[src/include/crc_engine_map.svh]
// Purpose: register offsets, field positions, reset values and constants
// Assumes: byte-wide special-function register port
// Notes:   definitions only
`ifndef CRC_ENGINE_MAP_SVH
`define CRC_ENGINE_MAP_SVH

// register offsets
`define CRC_OFF_CONTROL     8'hce
`define CRC_OFF_INPUT       8'hdd
`define CRC_OFF_RESULT      8'hde
`define CRC_OFF_AUTO        8'hd2
`define CRC_OFF_COUNT       8'hd3

// control register fields
`define CRC_CTL_SEL_BIT     4
`define CRC_CTL_INIT_BIT    3
`define CRC_CTL_VAL_BIT     2
`define CRC_CTL_PTR_MSB     1
`define CRC_CTL_PTR_LSB     0

// auto control register fields
`define CRC_AUTO_ARM_BIT    7
`define CRC_AUTO_DONE_BIT   6
`define CRC_AUTO_ST_MSB     4

// count register field
`define CRC_CNT_MSB         5

// reset values
`define CRC_CTL_RESET       8'h00
`define CRC_AUTO_RESET      8'h40
`define CRC_CNT_RESET       8'h00

// polynomials and presets
`define CRC_POLY16          16'h1021
`define CRC_POLY32          32'h04c11db7
`define CRC_POLY32_REFL     32'hedb88320
`define CRC_PRESET_ZERO     32'h00000000
`define CRC_PRESET_ONES     32'hffffffff

// flash sector size as a shift: 512 bytes
`define CRC_SECTOR_SHIFT    9

`endif

[src/include/crc_types_pkg.sv]
// Purpose: shared types of the checksum engine
// Assumes: nothing
// Notes:   constants live in crc_engine_map.svh
package crc_types_pkg;

   // automatic scan sequencer
   typedef enum logic {
      SCAN_IDLE,
      SCAN_RUN
   } scan_state_e;

   // full width of the result register
   typedef logic [31:0] crc_word_t;

endpackage : crc_types_pkg

[src/rtl/byte_fifo.sv]
// Purpose: synchronous FIFO between flash fetch and checksum fold
// Assumes: single clock, power-of-two depth
// Notes:   valid/ready on both sides, full and empty exact
`timescale 1ns/100ps

module byte_fifo #(
   parameter int WIDTH = 8,
   parameter int DEPTH = 16
) (
   input  wire logic             ref_clk_i,
   input  wire logic             rst_n_i,
   input  wire logic             in_valid_i,
   output logic                  in_ready_o,
   input  wire logic [WIDTH-1:0] in_data_i,
   output logic                  out_valid_o,
   input  wire logic             out_ready_i,
   output logic      [WIDTH-1:0] out_data_o
);
   localparam int AW = $clog2(DEPTH);

   // refuse shapes the pointer logic cannot serve
   if (DEPTH < 2 || (1 << AW) != DEPTH || WIDTH < 1) begin : g_bad
      $error("byte_fifo: DEPTH must be a power of two >= 2");
   end

   logic [WIDTH-1:0] mem [DEPTH];
   logic [AW:0]      wr_q;
   logic [AW:0]      rd_q;

   // full when pointers differ only in the wrap bit
   wire empty = (wr_q == rd_q);
   wire full  = (wr_q[AW] != rd_q[AW]) && (wr_q[AW-1:0] == rd_q[AW-1:0]);
   wire push  = in_valid_i && !full;
   wire pop   = out_ready_i && !empty;

   assign in_ready_o  = !full;
   assign out_valid_o = !empty;
   assign out_data_o  = mem[rd_q[AW-1:0]];

   // pointers
   always_ff @(posedge ref_clk_i or negedge rst_n_i) begin
      if (!rst_n_i) begin
         wr_q <= '0;
         rd_q <= '0;
      end else begin
         if (push) wr_q <= wr_q + 1'b1;
         if (pop)  rd_q <= rd_q + 1'b1;
      end
   end

   // storage
   always_ff @(posedge ref_clk_i) begin
      if (push) mem[wr_q[AW-1:0]] <= in_data_i;
   end

endmodule : byte_fifo

[src/rtl/crc_engine_flash_scan.sv]
// Purpose: byte-fed checksum engine with automatic flash sector scan
// Assumes: one system clock, register port on the same clock
// Notes:   processor is stalled while a scan runs
`timescale 1ns/100ps
`include "crc_engine_map.svh"

module crc_engine_flash_scan #(
   parameter int FLASH_AW   = 16,
   parameter int FIFO_DEPTH = 16
) (
   input  wire logic                ref_clk_i,
   input  wire logic                rst_n_i,
   input  wire logic [7:0]          sfr_addr_i,
   input  wire logic                sfr_wr_i,
   input  wire logic                sfr_rd_i,
   input  wire logic [7:0]          sfr_wdata_i,
   output logic      [7:0]          sfr_rdata_o,
   output logic                     cpu_stall_o,
   output logic                     flash_req_o,
   output logic      [FLASH_AW-1:0] flash_addr_o,
   input  wire logic                flash_ack_i,
   input  wire logic [7:0]          flash_rdata_i
);
   localparam int CNT_W = 6 + `CRC_SECTOR_SHIFT;

   // the address must reach the last byte of sector 31 + 63
   if (FLASH_AW < 16 || FLASH_AW > 31) begin : g_bad
      $error("crc_engine_flash_scan: FLASH_AW must be 16..31");
   end

   ////////////////////////////////////////////////////////////////////////
   // helpers

   // byte lane reached by the pointer; 16-bit mode folds onto two lanes
   function automatic logic [1:0] lane_of(input logic [1:0] ptr, input logic sel16);
      lane_of = sel16 ? {1'b0, ptr[0]} : ptr;
   endfunction : lane_of

   // fold one byte into the result
   function automatic crc_types_pkg::crc_word_t crc_fold(
      input crc_types_pkg::crc_word_t r,
      input logic [7:0]               b,
      input logic                     sel16
   );
      crc_types_pkg::crc_word_t acc;
      acc = r;
      if (sel16) begin
         // msb-first, low 16 bits only
         acc[15:8] = acc[15:8] ^ b;
         for (int i = 0; i < 8; i++) begin
            acc[15:0] = acc[15] ? ({acc[14:0], 1'b0} ^ `CRC_POLY16)
                                : {acc[14:0], 1'b0};
         end
      end else begin
         // reflected 32-bit
         acc[7:0] = acc[7:0] ^ b;
         for (int i = 0; i < 8; i++) begin
            acc = acc[0] ? ((acc >> 1) ^ `CRC_POLY32_REFL) : (acc >> 1);
         end
      end
      crc_fold = acc;
   endfunction : crc_fold

   ////////////////////////////////////////////////////////////////////////
   // state

   logic                        sel16_q;
   logic                        val_q;
   logic [1:0]                  ptr_q;
   logic [1:0]                  ptr_d;
   logic                        arm_q;
   logic [4:0]                  start_q;
   logic [5:0]                  cnt_q;
   logic [7:0]                  in_q;
   crc_types_pkg::crc_word_t    res_q;
   crc_types_pkg::crc_word_t    res_d;
   crc_types_pkg::scan_state_e  state_q;
   logic [FLASH_AW-1:0]         addr_q;
   logic [CNT_W-1:0]            fetch_left_q;
   logic [CNT_W-1:0]            drain_left_q;
   logic [7:0]                  rdata_q;

   ////////////////////////////////////////////////////////////////////////
   // register decode

   wire hit_ctl  = (sfr_addr_i == `CRC_OFF_CONTROL);
   wire hit_in   = (sfr_addr_i == `CRC_OFF_INPUT);
   wire hit_res  = (sfr_addr_i == `CRC_OFF_RESULT);
   wire hit_auto = (sfr_addr_i == `CRC_OFF_AUTO);
   wire hit_cnt  = (sfr_addr_i == `CRC_OFF_COUNT);

   wire wr_ctl   = sfr_wr_i && hit_ctl;
   wire wr_in    = sfr_wr_i && hit_in;
   wire wr_res   = sfr_wr_i && hit_res;
   wire wr_auto  = sfr_wr_i && hit_auto;
   wire wr_cnt   = sfr_wr_i && hit_cnt;
   wire rd_res   = sfr_rd_i && hit_res;

   wire busy      = (state_q == crc_types_pkg::SCAN_RUN);
   wire init_fire = wr_ctl && sfr_wdata_i[`CRC_CTL_INIT_BIT];
   wire scan_go   = wr_ctl && arm_q && !busy;
   wire [1:0] lane = lane_of(ptr_q, sel16_q);
   wire [7:0] res_byte = res_q[{lane, 3'b000} +: 8];

   ////////////////////////////////////////////////////////////////////////
   // scan datapath and fifo

   logic       fifo_in_ready;
   logic       fifo_out_valid;
   logic [7:0] fifo_out_data;

   wire fetch_fire = flash_req_o && flash_ack_i;
   wire drain_fire = fifo_out_valid && busy;

   // fetch one byte at a time while the fifo has room
   assign flash_req_o  = busy && (fetch_left_q != '0) && fifo_in_ready;
   assign flash_addr_o = addr_q;
   assign cpu_stall_o  = busy;

   byte_fifo #(
      .WIDTH (8),
      .DEPTH (FIFO_DEPTH)
   ) u_fifo (
      .ref_clk_i   (ref_clk_i),
      .rst_n_i     (rst_n_i),
      .in_valid_i  (fetch_fire),
      .in_ready_o  (fifo_in_ready),
      .in_data_i   (flash_rdata_i),
      .out_valid_o (fifo_out_valid),
      .out_ready_i (busy),
      .out_data_o  (fifo_out_data)
   );

   ////////////////////////////////////////////////////////////////////////
   // result next value

   wire       fold_fire = wr_in || drain_fire;
   wire [7:0] fold_byte = wr_in ? sfr_wdata_i : fifo_out_data;

   // init, byte write, fold; otherwise hold
   always_comb begin
      res_d = res_q;
      if (init_fire) begin
         res_d = sfr_wdata_i[`CRC_CTL_VAL_BIT] ? `CRC_PRESET_ONES
                                               : `CRC_PRESET_ZERO;
      end else if (wr_res) begin
         res_d[{lane, 3'b000} +: 8] = sfr_wdata_i;
      end else if (fold_fire) begin
         res_d = crc_fold(res_q, fold_byte, sel16_q);
      end
   end

   // pointer: loaded by control write, stepped by result access
   always_comb begin
      ptr_d = ptr_q;
      if (wr_ctl) begin
         ptr_d = sfr_wdata_i[`CRC_CTL_PTR_MSB:`CRC_CTL_PTR_LSB];
      end else if (wr_res || rd_res) begin
         ptr_d = ptr_q + 2'd1;
      end
   end

   ////////////////////////////////////////////////////////////////////////
   // registers

   // control, auto and count fields; bits 7:5 of control never stored
   always_ff @(posedge ref_clk_i or negedge rst_n_i) begin
      if (!rst_n_i) begin
         sel16_q <= 1'b0;
         val_q   <= 1'b0;
         ptr_q   <= 2'b00;
         arm_q   <= 1'b0;
         start_q <= 5'h00;
         cnt_q   <= 6'h00;
         in_q    <= 8'h00;
         res_q   <= `CRC_PRESET_ZERO;
      end else begin
         if (wr_ctl) begin
            sel16_q <= sfr_wdata_i[`CRC_CTL_SEL_BIT];
            val_q   <= sfr_wdata_i[`CRC_CTL_VAL_BIT];
         end
         if (wr_auto) begin
            arm_q   <= sfr_wdata_i[`CRC_AUTO_ARM_BIT];
            start_q <= sfr_wdata_i[`CRC_AUTO_ST_MSB:0];
         end
         if (wr_cnt) cnt_q <= sfr_wdata_i[`CRC_CNT_MSB:0];
         if (wr_in)  in_q  <= sfr_wdata_i;
         ptr_q <= ptr_d;
         res_q <= res_d;
      end
   end

   // scan sequencer; a zero count ends after one cycle
   always_ff @(posedge ref_clk_i or negedge rst_n_i) begin
      if (!rst_n_i) begin
         state_q      <= crc_types_pkg::SCAN_IDLE;
         addr_q       <= '0;
         fetch_left_q <= '0;
         drain_left_q <= '0;
      end else begin
         case (state_q)
            crc_types_pkg::SCAN_IDLE: begin
               if (scan_go) begin
                  state_q      <= crc_types_pkg::SCAN_RUN;
                  addr_q       <= FLASH_AW'({start_q, 9'h000});
                  fetch_left_q <= {cnt_q, 9'h000};
                  drain_left_q <= {cnt_q, 9'h000};
               end
            end
            crc_types_pkg::SCAN_RUN: begin
               if (fetch_fire) begin
                  addr_q       <= addr_q + 1'b1;
                  fetch_left_q <= fetch_left_q - 1'b1;
               end
               if (drain_fire) drain_left_q <= drain_left_q - 1'b1;
               if (drain_left_q == '0) state_q <= crc_types_pkg::SCAN_IDLE;
            end
            default: state_q <= crc_types_pkg::SCAN_IDLE;
         endcase
      end
   end

   ////////////////////////////////////////////////////////////////////////
   // read back

   wire [7:0] ctl_view  = {3'b000, sel16_q, 1'b0, val_q, ptr_q};
   wire [7:0] auto_view = {arm_q, !busy, 1'b0, start_q};
   wire [7:0] rd_mux    = hit_ctl  ? ctl_view
                        : hit_in   ? in_q
                        : hit_res  ? res_byte
                        : hit_auto ? auto_view
                        : hit_cnt  ? {2'b00, cnt_q}
                        : 8'h00;

   // read data registered, held between reads
   always_ff @(posedge ref_clk_i or negedge rst_n_i) begin
      if (!rst_n_i) rdata_q <= 8'h00;
      else if (sfr_rd_i) rdata_q <= rd_mux;
   end

   assign sfr_rdata_o = rdata_q;

   ////////////////////////////////////////////////////////////////////////
   // checks

   property p_scan_start;
      @(posedge ref_clk_i) disable iff (!rst_n_i)
      scan_go |=> busy && cpu_stall_o;
   endproperty
   a_scan_start: assert property (p_scan_start) else $error("armed write did not start scan");

   property p_start_addr;
      @(posedge ref_clk_i) disable iff (!rst_n_i)
      scan_go |=> flash_addr_o == FLASH_AW'({$past(start_q), 9'h000});
   endproperty
   a_start_addr: assert property (p_start_addr) else $error("scan start address wrong");

   property p_stall_busy;
      @(posedge ref_clk_i) disable iff (!rst_n_i)
      (busy && drain_left_q != '0) |=> cpu_stall_o;
   endproperty
   a_stall_busy: assert property (p_stall_busy) else $error("stall dropped before scan end");

   property p_done_flag;
      @(posedge ref_clk_i) disable iff (!rst_n_i)
      (sfr_rd_i && hit_auto && busy) |=> !sfr_rdata_o[`CRC_AUTO_DONE_BIT];
   endproperty
   a_done_flag: assert property (p_done_flag) else $error("done flag set while scanning");

   property p_ctl_top_zero;
      @(posedge ref_clk_i) disable iff (!rst_n_i)
      (sfr_rd_i && hit_ctl) |=> sfr_rdata_o[7:5] == 3'b000;
   endproperty
   a_ctl_top_zero: assert property (p_ctl_top_zero) else $error("control top bits not zero");

   property p_init_ones;
      @(posedge ref_clk_i) disable iff (!rst_n_i)
      (init_fire && sfr_wdata_i[`CRC_CTL_VAL_BIT]) |=> res_q == `CRC_PRESET_ONES;
   endproperty
   a_init_ones: assert property (p_init_ones) else $error("init did not load all ones");

   property p_ptr_step;
      @(posedge ref_clk_i) disable iff (!rst_n_i)
      ((rd_res || wr_res) && !wr_ctl) |=> ptr_q == $past(ptr_q) + 2'd1;
   endproperty
   a_ptr_step: assert property (p_ptr_step) else $error("pointer did not step");

   property p_read_byte;
      @(posedge ref_clk_i) disable iff (!rst_n_i)
      rd_res |=> sfr_rdata_o == $past(res_byte);
   endproperty
   a_read_byte: assert property (p_read_byte) else $error("result read wrong byte");

   property p_upper_kept;
      @(posedge ref_clk_i) disable iff (!rst_n_i)
      (fold_fire && sel16_q && !init_fire && !wr_res) |=> res_q[31:16] == $past(res_q[31:16]);
   endproperty
   a_upper_kept: assert property (p_upper_kept) else $error("16-bit fold touched upper bits");

   property p_hold;
      @(posedge ref_clk_i) disable iff (!rst_n_i)
      (!init_fire && !wr_res && !fold_fire) |=> $stable(res_q);
   endproperty
   a_hold: assert property (p_hold) else $error("result changed without cause");

   property p_init_zero;
      @(posedge ref_clk_i) disable iff (!rst_n_i)
      (init_fire && !sfr_wdata_i[`CRC_CTL_VAL_BIT]) |=> res_q == `CRC_PRESET_ZERO;
   endproperty
   a_init_zero: assert property (p_init_zero) else $error("init did not load all zeros");

   property p_addr_step;
      @(posedge ref_clk_i) disable iff (!rst_n_i)
      fetch_fire |=> flash_addr_o == $past(flash_addr_o) + 1'b1;
   endproperty
   a_addr_step: assert property (p_addr_step) else $error("scan address did not climb");

endmodule : crc_engine_flash_scan

[config.mk]
export PLATFORM = sky130hd
export DESIGN_NAME = crc_engine_flash_scan
export DESIGN_NICKNAME = d
export VERILOG_FILES = /design/src/include/crc_types_pkg.sv /design/src/rtl/byte_fifo.sv /design/src/rtl/crc_engine_flash_scan.sv
export VERILOG_INCLUDE_DIRS = /design/src /design/src/include
export SDC_FILE = /design/constraint.sdc
export NUM_CORES = 1
export LEC_CHECK = 0
export BUFFER_PORTS_ARGS = -buffer_cell sky130_fd_sc_hd__buf_2
export CORE_ASPECT_RATIO = 0.6
export CORE_UTILIZATION = 30
export DETAILED_ROUTE_END_ITERATION = 10
export PLACE_DENSITY = 0.49
export SLEW_MARGIN = 5
export SYNTH_ARGS = -nofsm -noshare
export SYNTH_HDL_FRONTEND = slang
export SYNTH_SLANG_ARGS = --single-unit
[constraint.sdc]
create_clock -name ref_clk_i -period 4 [get_ports ref_clk_i]
set_input_delay 0.8 -clock ref_clk_i [delete_from_list [all_inputs] [get_ports ref_clk_i]]
set_output_delay 0.8 -clock ref_clk_i [all_outputs]
set_load 0.05 [all_outputs]
After elaboration in Yosys (flattened, before gate mapping) --
Memories as Yosys holds them, arrays and structs flattened. Index checks and enable logic that the tools add are counted.
Operators by class: bitwise operators 19, multiplexer cells 45, shift-type cells 3, reductions and logical operators 27, eq/ne operators 12, add/sub/neg operators 7
Operators with widths (count):
- 32-bit 2-to-1 mux | 12
- 13-bit NOT with 14-bit output | 8
- 13-bit 2-to-1 mux | 8
- 16-bit 2-to-1 mux | 4
- 15-bit one-hot mux with 2 select lines | 2
- 15-bit 2-to-1 mux | 3
- 8-bit == test, second input constant | 5
- 8-bit 2-to-1 mux | 5
- 32-bit bitwise mux | 1
- 16-bit one-hot mux with 2 select lines | 1
- 8-bit by 7-bit variable shift with 32-bit output, first input constant | 1
- 32-bit by 6-bit indexed part select with 8-bit output | 1
- 8-bit by 7-bit indexed part select with 32-bit output | 1
- 15-bit by 1-bit subtractor with 15-bit output, second input constant | 2
- 3-bit NOT | 8
- 16-bit by 1-bit adder with 16-bit output, second input constant | 1
- 8-bit bitwise XOR | 2
- 1-bit logical AND | 15
- 15-bit logical NOT | 1
- 15-bit nonzero test | 1
- 5-bit by 1-bit adder with 5-bit output, second input constant | 2
- 5-bit negator with 7-bit output | 1
- 2-bit 2-to-1 mux | 3
- 6-bit 2-to-1 mux | 1
- 15 further kinds | 24
Word-level totals: memories kept 1, bits in writable memories 128, register bits after elaboration 121, input bits 29, output and inout bits 26, logic and storage cells 130
Memory list:
- u_fifo.mem | words 16, width 8, rd ports 1, clocked after memory_dff 0, write ports 1, RTL line byte_fifo.sv:26 | logic [WIDTH-1:0] mem [DEPTH];

Logic depth before layout (Yosys ltp) --
depth in word-level cells 24, gate-level depth with buffers 13, mapped depth without buffers 9

By module --
Synthesis repeated with hierarchy kept, for this count alone.
Second synthesis, totals: cells, all modules 1070, area total of the unflattened synthesis 13281.5 um^2
By module, submodules not included:
- crc_engine_flash_scan | cells an instance 792, seq. area each 2777.7 um^2, area each 7672.4 um^2, times used 1
- byte_fifo | cells an instance 278, seq. area each 4093.9 um^2, area each 5609.1 um^2, times used 1

Least setup slack after synthesis --
OpenSTA, ideal clock, no wires.
path type input port to flip-flop, start point in sfr_addr_i[0], end point reg res_q[12], cell stages on the path 11, library setup time 0.126 ns, path buffers 3, arrival time 3.338 ns, data required time 3.874 ns, path slack 0.536 ns, cell sequence buf_2 -> nand4b_1 -> nor3_2 -> buf_4 -> buf_6 -> nor3_1 -> or4b_2 -> xnor2_1 -> xnor2_1 -> nor2_1 -> o32a_1
Between the ends: longest elaborated chain between the ends 17, elaborated cells between the ends (all ways) 35, those cells by class 3 x eq/ne; 21 x mux; 5 x bitwise; 6 x reduce/logical
RTL lines:
- start: declaration | RTL line crc_engine_flash_scan.sv:13 | input wire logic [7:0] sfr_addr_i,
- 8-bit == test (no line)
- 1-bit logical AND | RTL line crc_engine_flash_scan.sv:93 | wire wr_in = sfr_wr_i && hit_in;
- 8-bit 2-to-1 mux | RTL line crc_engine_flash_scan.sv:138 | wire [7:0] fold_byte = wr_in ? sfr_wdata_i : fifo_out_data;
- 8-bit bitwise XOR, on equally long branches | RTL line crc_engine_flash_scan.sv:56, crc_engine_flash_scan.sv:49
- 32-bit 2-to-1 mux or 13-bit 2-to-1 mux (tied branches) (4 in a row) | RTL line crc_engine_flash_scan.sv:58, crc_engine_flash_scan.sv:51
- 13-bit NOT with 14-bit output (no line) or 13-bit 2-to-1 mux (tied branches)
- 32-bit 2-to-1 mux or 13-bit 2-to-1 mux (tied branches) (2 in a row) | RTL line crc_engine_flash_scan.sv:58, crc_engine_flash_scan.sv:51
- 32-bit 2-to-1 mux or 3-bit NOT (tied branches)
- 32-bit 2-to-1 mux or 13-bit 2-to-1 mux (tied branches) | RTL line crc_engine_flash_scan.sv:58, crc_engine_flash_scan.sv:51
- 16-bit 2-to-1 mux | RTL line crc_engine_flash_scan.sv:47 | if (sel16) begin
- 32-bit 2-to-1 mux | RTL line crc_engine_flash_scan.sv:148 | end else if (fold_fire) begin
- 32-bit 2-to-1 mux | RTL line crc_engine_flash_scan.sv:146 | end else if (wr_res) begin
- 32-bit 2-to-1 mux | RTL line crc_engine_flash_scan.sv:143 | if (init_fire) begin
- end signal: assignment | RTL line crc_engine_flash_scan.sv:176 | res_q <= `CRC_PRESET_ZERO;
- end signal: assignment | RTL line crc_engine_flash_scan.sv:189 | res_q <= res_d;
- end: declaration | RTL line crc_engine_flash_scan.sv:75 | crc_types_pkg::crc_word_t res_q;
Several ways; a longest one is shown, not always the timed one. The select of a mux whose other input is x is not followed. A chain may end at the register's enable or synchronous reset.

Final worst setup path --
start point reg fetch_left_q[5], end point out flash_req_o
Between the ends: longest elaborated chain between the ends 3
RTL lines:
- start: declaration | RTL line crc_engine_flash_scan.sv:79 | logic [CNT_W-1:0] fetch_left_q;
- start signal: assignment | RTL line crc_engine_flash_scan.sv:206 | fetch_left_q <= {cnt_q, 9'h000};
- start signal: assignment | RTL line crc_engine_flash_scan.sv:213 | fetch_left_q <= fetch_left_q - 1'b1;
- 15-bit nonzero test | RTL line crc_engine_flash_scan.sv:116 | assign flash_req_o = busy && (fetch_left_q != '0) && fifo_in_ready;
- 1-bit logical AND (2 in a row) | RTL line crc_engine_flash_scan.sv:116
- end: declaration | RTL line crc_engine_flash_scan.sv:19 | output logic flash_req_o,
Every way passes these cells.

==> reports/qor.yml <==
route:
  drc_errors: 0
  firstDrtPassIters: 5
  drt-total-wl_mm: 38.5
  vias: 9424
  vias_per_cell: 5.36
  ant_nets: 0
  wl_met3_mm: 3.94
  routedWlPerCell_um: 21.9
  dr_wl_met2_mm: 14.6
  drt_iter0_markers: 833
  wl_met1_mm: 19.4
  highest_layer: "met4"
final_layout:
  syn_to_final_growth_pct: 14.2
  finalInstanceArea_sq_um: 15100
  drive_gt1_share_pct: 20.7
  nFillCells: 4341
  final_core_util_pct: 34.8
  antenna_cells: 0
  layout.nets: 1203
synth:
  synth_cell_types: 84
  ys_async_sr_fraction_pct: 48.6
  synth_area_sq_um: 13200
  syn_inst: 1105
  syn-mean-instance-area_sq_um: 12.0
  synth_enable_flop_cells: 128
  yosysWarnings: 0
  synth_nets: 1146
  yosysSeqAreaShare_pct: 52.0
  ys_ff_latch: 249
  ys.flop_type: "edfxtp_1"
floorplanning:
  dieArea_sq_um: 44900
  die_w_um: 273
  rows: 59
  die_h_um: 165
  initial_core_util_pct: 30.5
  io_pins: 55
  coreArea_sq_um: 43400
sta:
  fin_skew_ns: 0.0380
  post-route-min-period_ns: 3.56
  slew_headroom_pct: 40.5
  setup_viol: 0
  setup-tns-final_ns: 0
  fin_crit_sh_pct: 89.0
  fmax_mhz: 281
  tightestPinTransition_ns: 0.889
  slew_viol_final: 0
  finalHoldViolations: 0
  holdWs_ns: 0.0731
  rsz0062_at_grt: "no"
clock_network:
  worstSkewPairLatency_ns: 0.57
  cts_max_level: 1
  clockBufferDepth: 3
  hold_buffers: 0
  path_clk_slew_ns: 0.06
  cts.repair.resized: 0
  numCtsBuffers: 25
  cts-root-buf: "clkbuf_16"
  cts_tree: "yes"
  clock_sinks: 249
  cts_setup_buffers: 0
placement:
  io_buffers: 54
  dp_hpwl_mm: 28.1
  place_area_sq_um: 14300
  gp_congestion: 0.903
worst_setup_path:
  arrival_ns: 2.76
  cp_max_fo: 4
  worstPathRequired_ns: 3.20
  cp-start-kind: "flip-flop"
  endpoint_kind: "output pin"
  crit_type: "flip-flop to output pin"
status:
  run_status: "complete, no violations"
power:
  power.density_nw_per_um2: 438
  ir_drop_uv: 253
  power_mw: 6.62
  leakage_nw: 5.80
grt:
  grt_use_total_pct: 17.4
  grt_max_degree: 104
  antenna_found_initial: 3
  grt_pass1_vias: 9108
  overflow: 0
  grt_pass1_wl_mm: 59.0
min_path:
  hold_path_class: "input pin to asynchronous set/reset pin"
job:
  maxCapViolations: 0
-- cells in the mapped netlist, drive strengths merged, types with 7 or more instances --
| library cell | count | area share (%) |
|---|---|---|
| mux4 | 40 | 6.9 |
| and3 | 8 | 0.38 |
| a2111oi | 16 | 1.1 |
| edfxtp | 128 | 29 |
| mux2i | 17 | 1.5 |
| dfrtp | 121 | 23 |
| a21oi | 52 | 2.0 |
| or3 | 7 | 0.33 |
| a22oi | 7 | 0.40 |
| a221oi | 20 | 1.3 |
| or4b | 9 | 0.71 |
| or2 | 15 | 0.71 |
| clkbuf | 40 | 1.1 |
| mux2 | 22 | 1.9 |
| buf | 33 | 1.6 |
| xor2 | 43 | 3.1 |
| nand4 | 13 | 0.84 |
| o21ai | 53 | 2.0 |
| and2 | 17 | 0.80 |
| nor2 | 81 | 2.3 |
| o22ai | 23 | 1.2 |
| ha | 12 | 1.1 |
| nand3 | 23 | 0.91 |
| inv | 23 | 0.65 |
| xnor2 | 66 | 4.9 |
| nor3 | 13 | 0.53 |
| nand2 | 102 | 2.9 |
| a41o | 8 | 0.61 |
| nor4 | 9 | 0.43 |
| a31oi | 13 | 0.62 |
| nor2b | 9 | 0.43 |
-- area by class of cell --
class	count	area, sq um	area share, %
clock buffer	28	637	4.22
inverter	24	90.1	0.597
clock inverter	16	191	1.27
multi-input combinational	759	5900	39.1
timing repair buffer	103	669	4.44
tap	579	724	4.80
sequential	249	6870	45.5
-- worst max-delay path, cell delays in order, from the launching register on --
cell,delay [ns]
dfrtp_1,0.40
nor3_1,0.39
nand4b_1,0.25
or4b_2,0.71
o21a_1,0.24
buf_2,0.22
-- through the flow --
| step | cells | setup WS, ns |
|---|---|---|
| after global routing | 1758 | 0.223 |
| after floorplan | 1105 | 0.536 |
| after global placement | 1714 | 0.383 |
| after CTS | 1758 | 0.349 |
| after detailed placement | 1714 | 0.334 |
| final | 1758 | 0.439 |
-- logic make-up (layout without fill, tap and decap cells) --
logic type | count (synthesis) | count (layout) | synth area share (%)
and+or+nand+nor | 328 | 328 | 12.6
DFF | 249 | 249 | 52.0
AOI/OAI and AO/OA | 227 | 227 | 12.0
xor gates and xnor gates | 113 | 113 | 8.66
buffers and inverters | 97 | 171 | 3.39
muxes | 79 | 79 | 10.3
adders and majority gates | 12 | 12 | 1.14
-- per-layer routing --
metal | track usage, % | up-vias
met1 | 27.4 | 4766
li1 | - | 4250
met3 | 5.67 | 48
met4 | 2.67 | 0
met2 | 22.7 | 360
met5 | 0 | -
-- registers in the layout, summed over array words and instances (netlist names) --
name	cells
res_q	32
u_fifo.mem	128
sfr_rdata_o	8
fetch_left_q	15
start_q	5
cnt_q	6
arm_q	1
u_fifo.wr_q	5
ptr_q	2
val_q	1
flash_addr_o	16
u_fifo.rd_q	5
sel16_q	1
cpu_stall_o	1
in_q	8
drain_left_q	15
-- cells in the final DEF (no fill, tap or decap), types with 15 or more instances in the layout --
cell	Yosys	routed
mux2i_1	15	15
edfxtp_1	128	128
a21oi_1	51	51
buf_4	2	47
o21ai_0	40	40
mux4_2	38	38
and2_1	16	16
buf_2	14	53
nand3_1	22	22
dfrtp_1	121	120
nand2_1	102	102
o22ai_1	21	21
nor2_1	80	80
or2_2	15	15
clkbuf_16	0	25
xnor2_1	59	59
xor2_1	40	40
a221oi_1	20	20
inv_1	23	23
mux2_2	21	21
-- where the power goes --
| part | total [mW] | leakage (nW) | internal, mW | switching (mW) |
|---|---|---|---|---|
| sequential | 2.95 | 2.70 | 2.78 | 0.172 |
| combinational | 1.21 | 2.70 | 0.544 | 0.668 |
| clock | 2.45 | 0.400 | 1.41 | 1.05 |
| total | 6.62 | 5.80 | 4.73 | 1.89 |
-- worst paths after layout --
kind,startpoint,endpoint,slack (ns),cells past startpoint
worst max-delay path,fetch_left_q[5]$_DFFE_PN0P_,flash_req_o,0.44,5
worst min-delay path,rst_n_i,res_q[0]$_DFFE_PN0P_,0.07,1
worst max register to register,u_fifo.rd_q[1]$_DFFE_PN0P_,res_q[2]$_DFFE_PN0P_,0.44,10
worst min register to register,in_q[5]$_DFFE_PN0P_,in_q[5]$_DFFE_PN0P_,0.48,2
max in group asynchronous,rst_n_i,in_q[0]$_DFFE_PN0P_,2.97,2
min in group ref_clk_i,in_q[5]$_DFFE_PN0P_,in_q[5]$_DFFE_PN0P_,0.48,2
(Power assumes the default switching activity.)
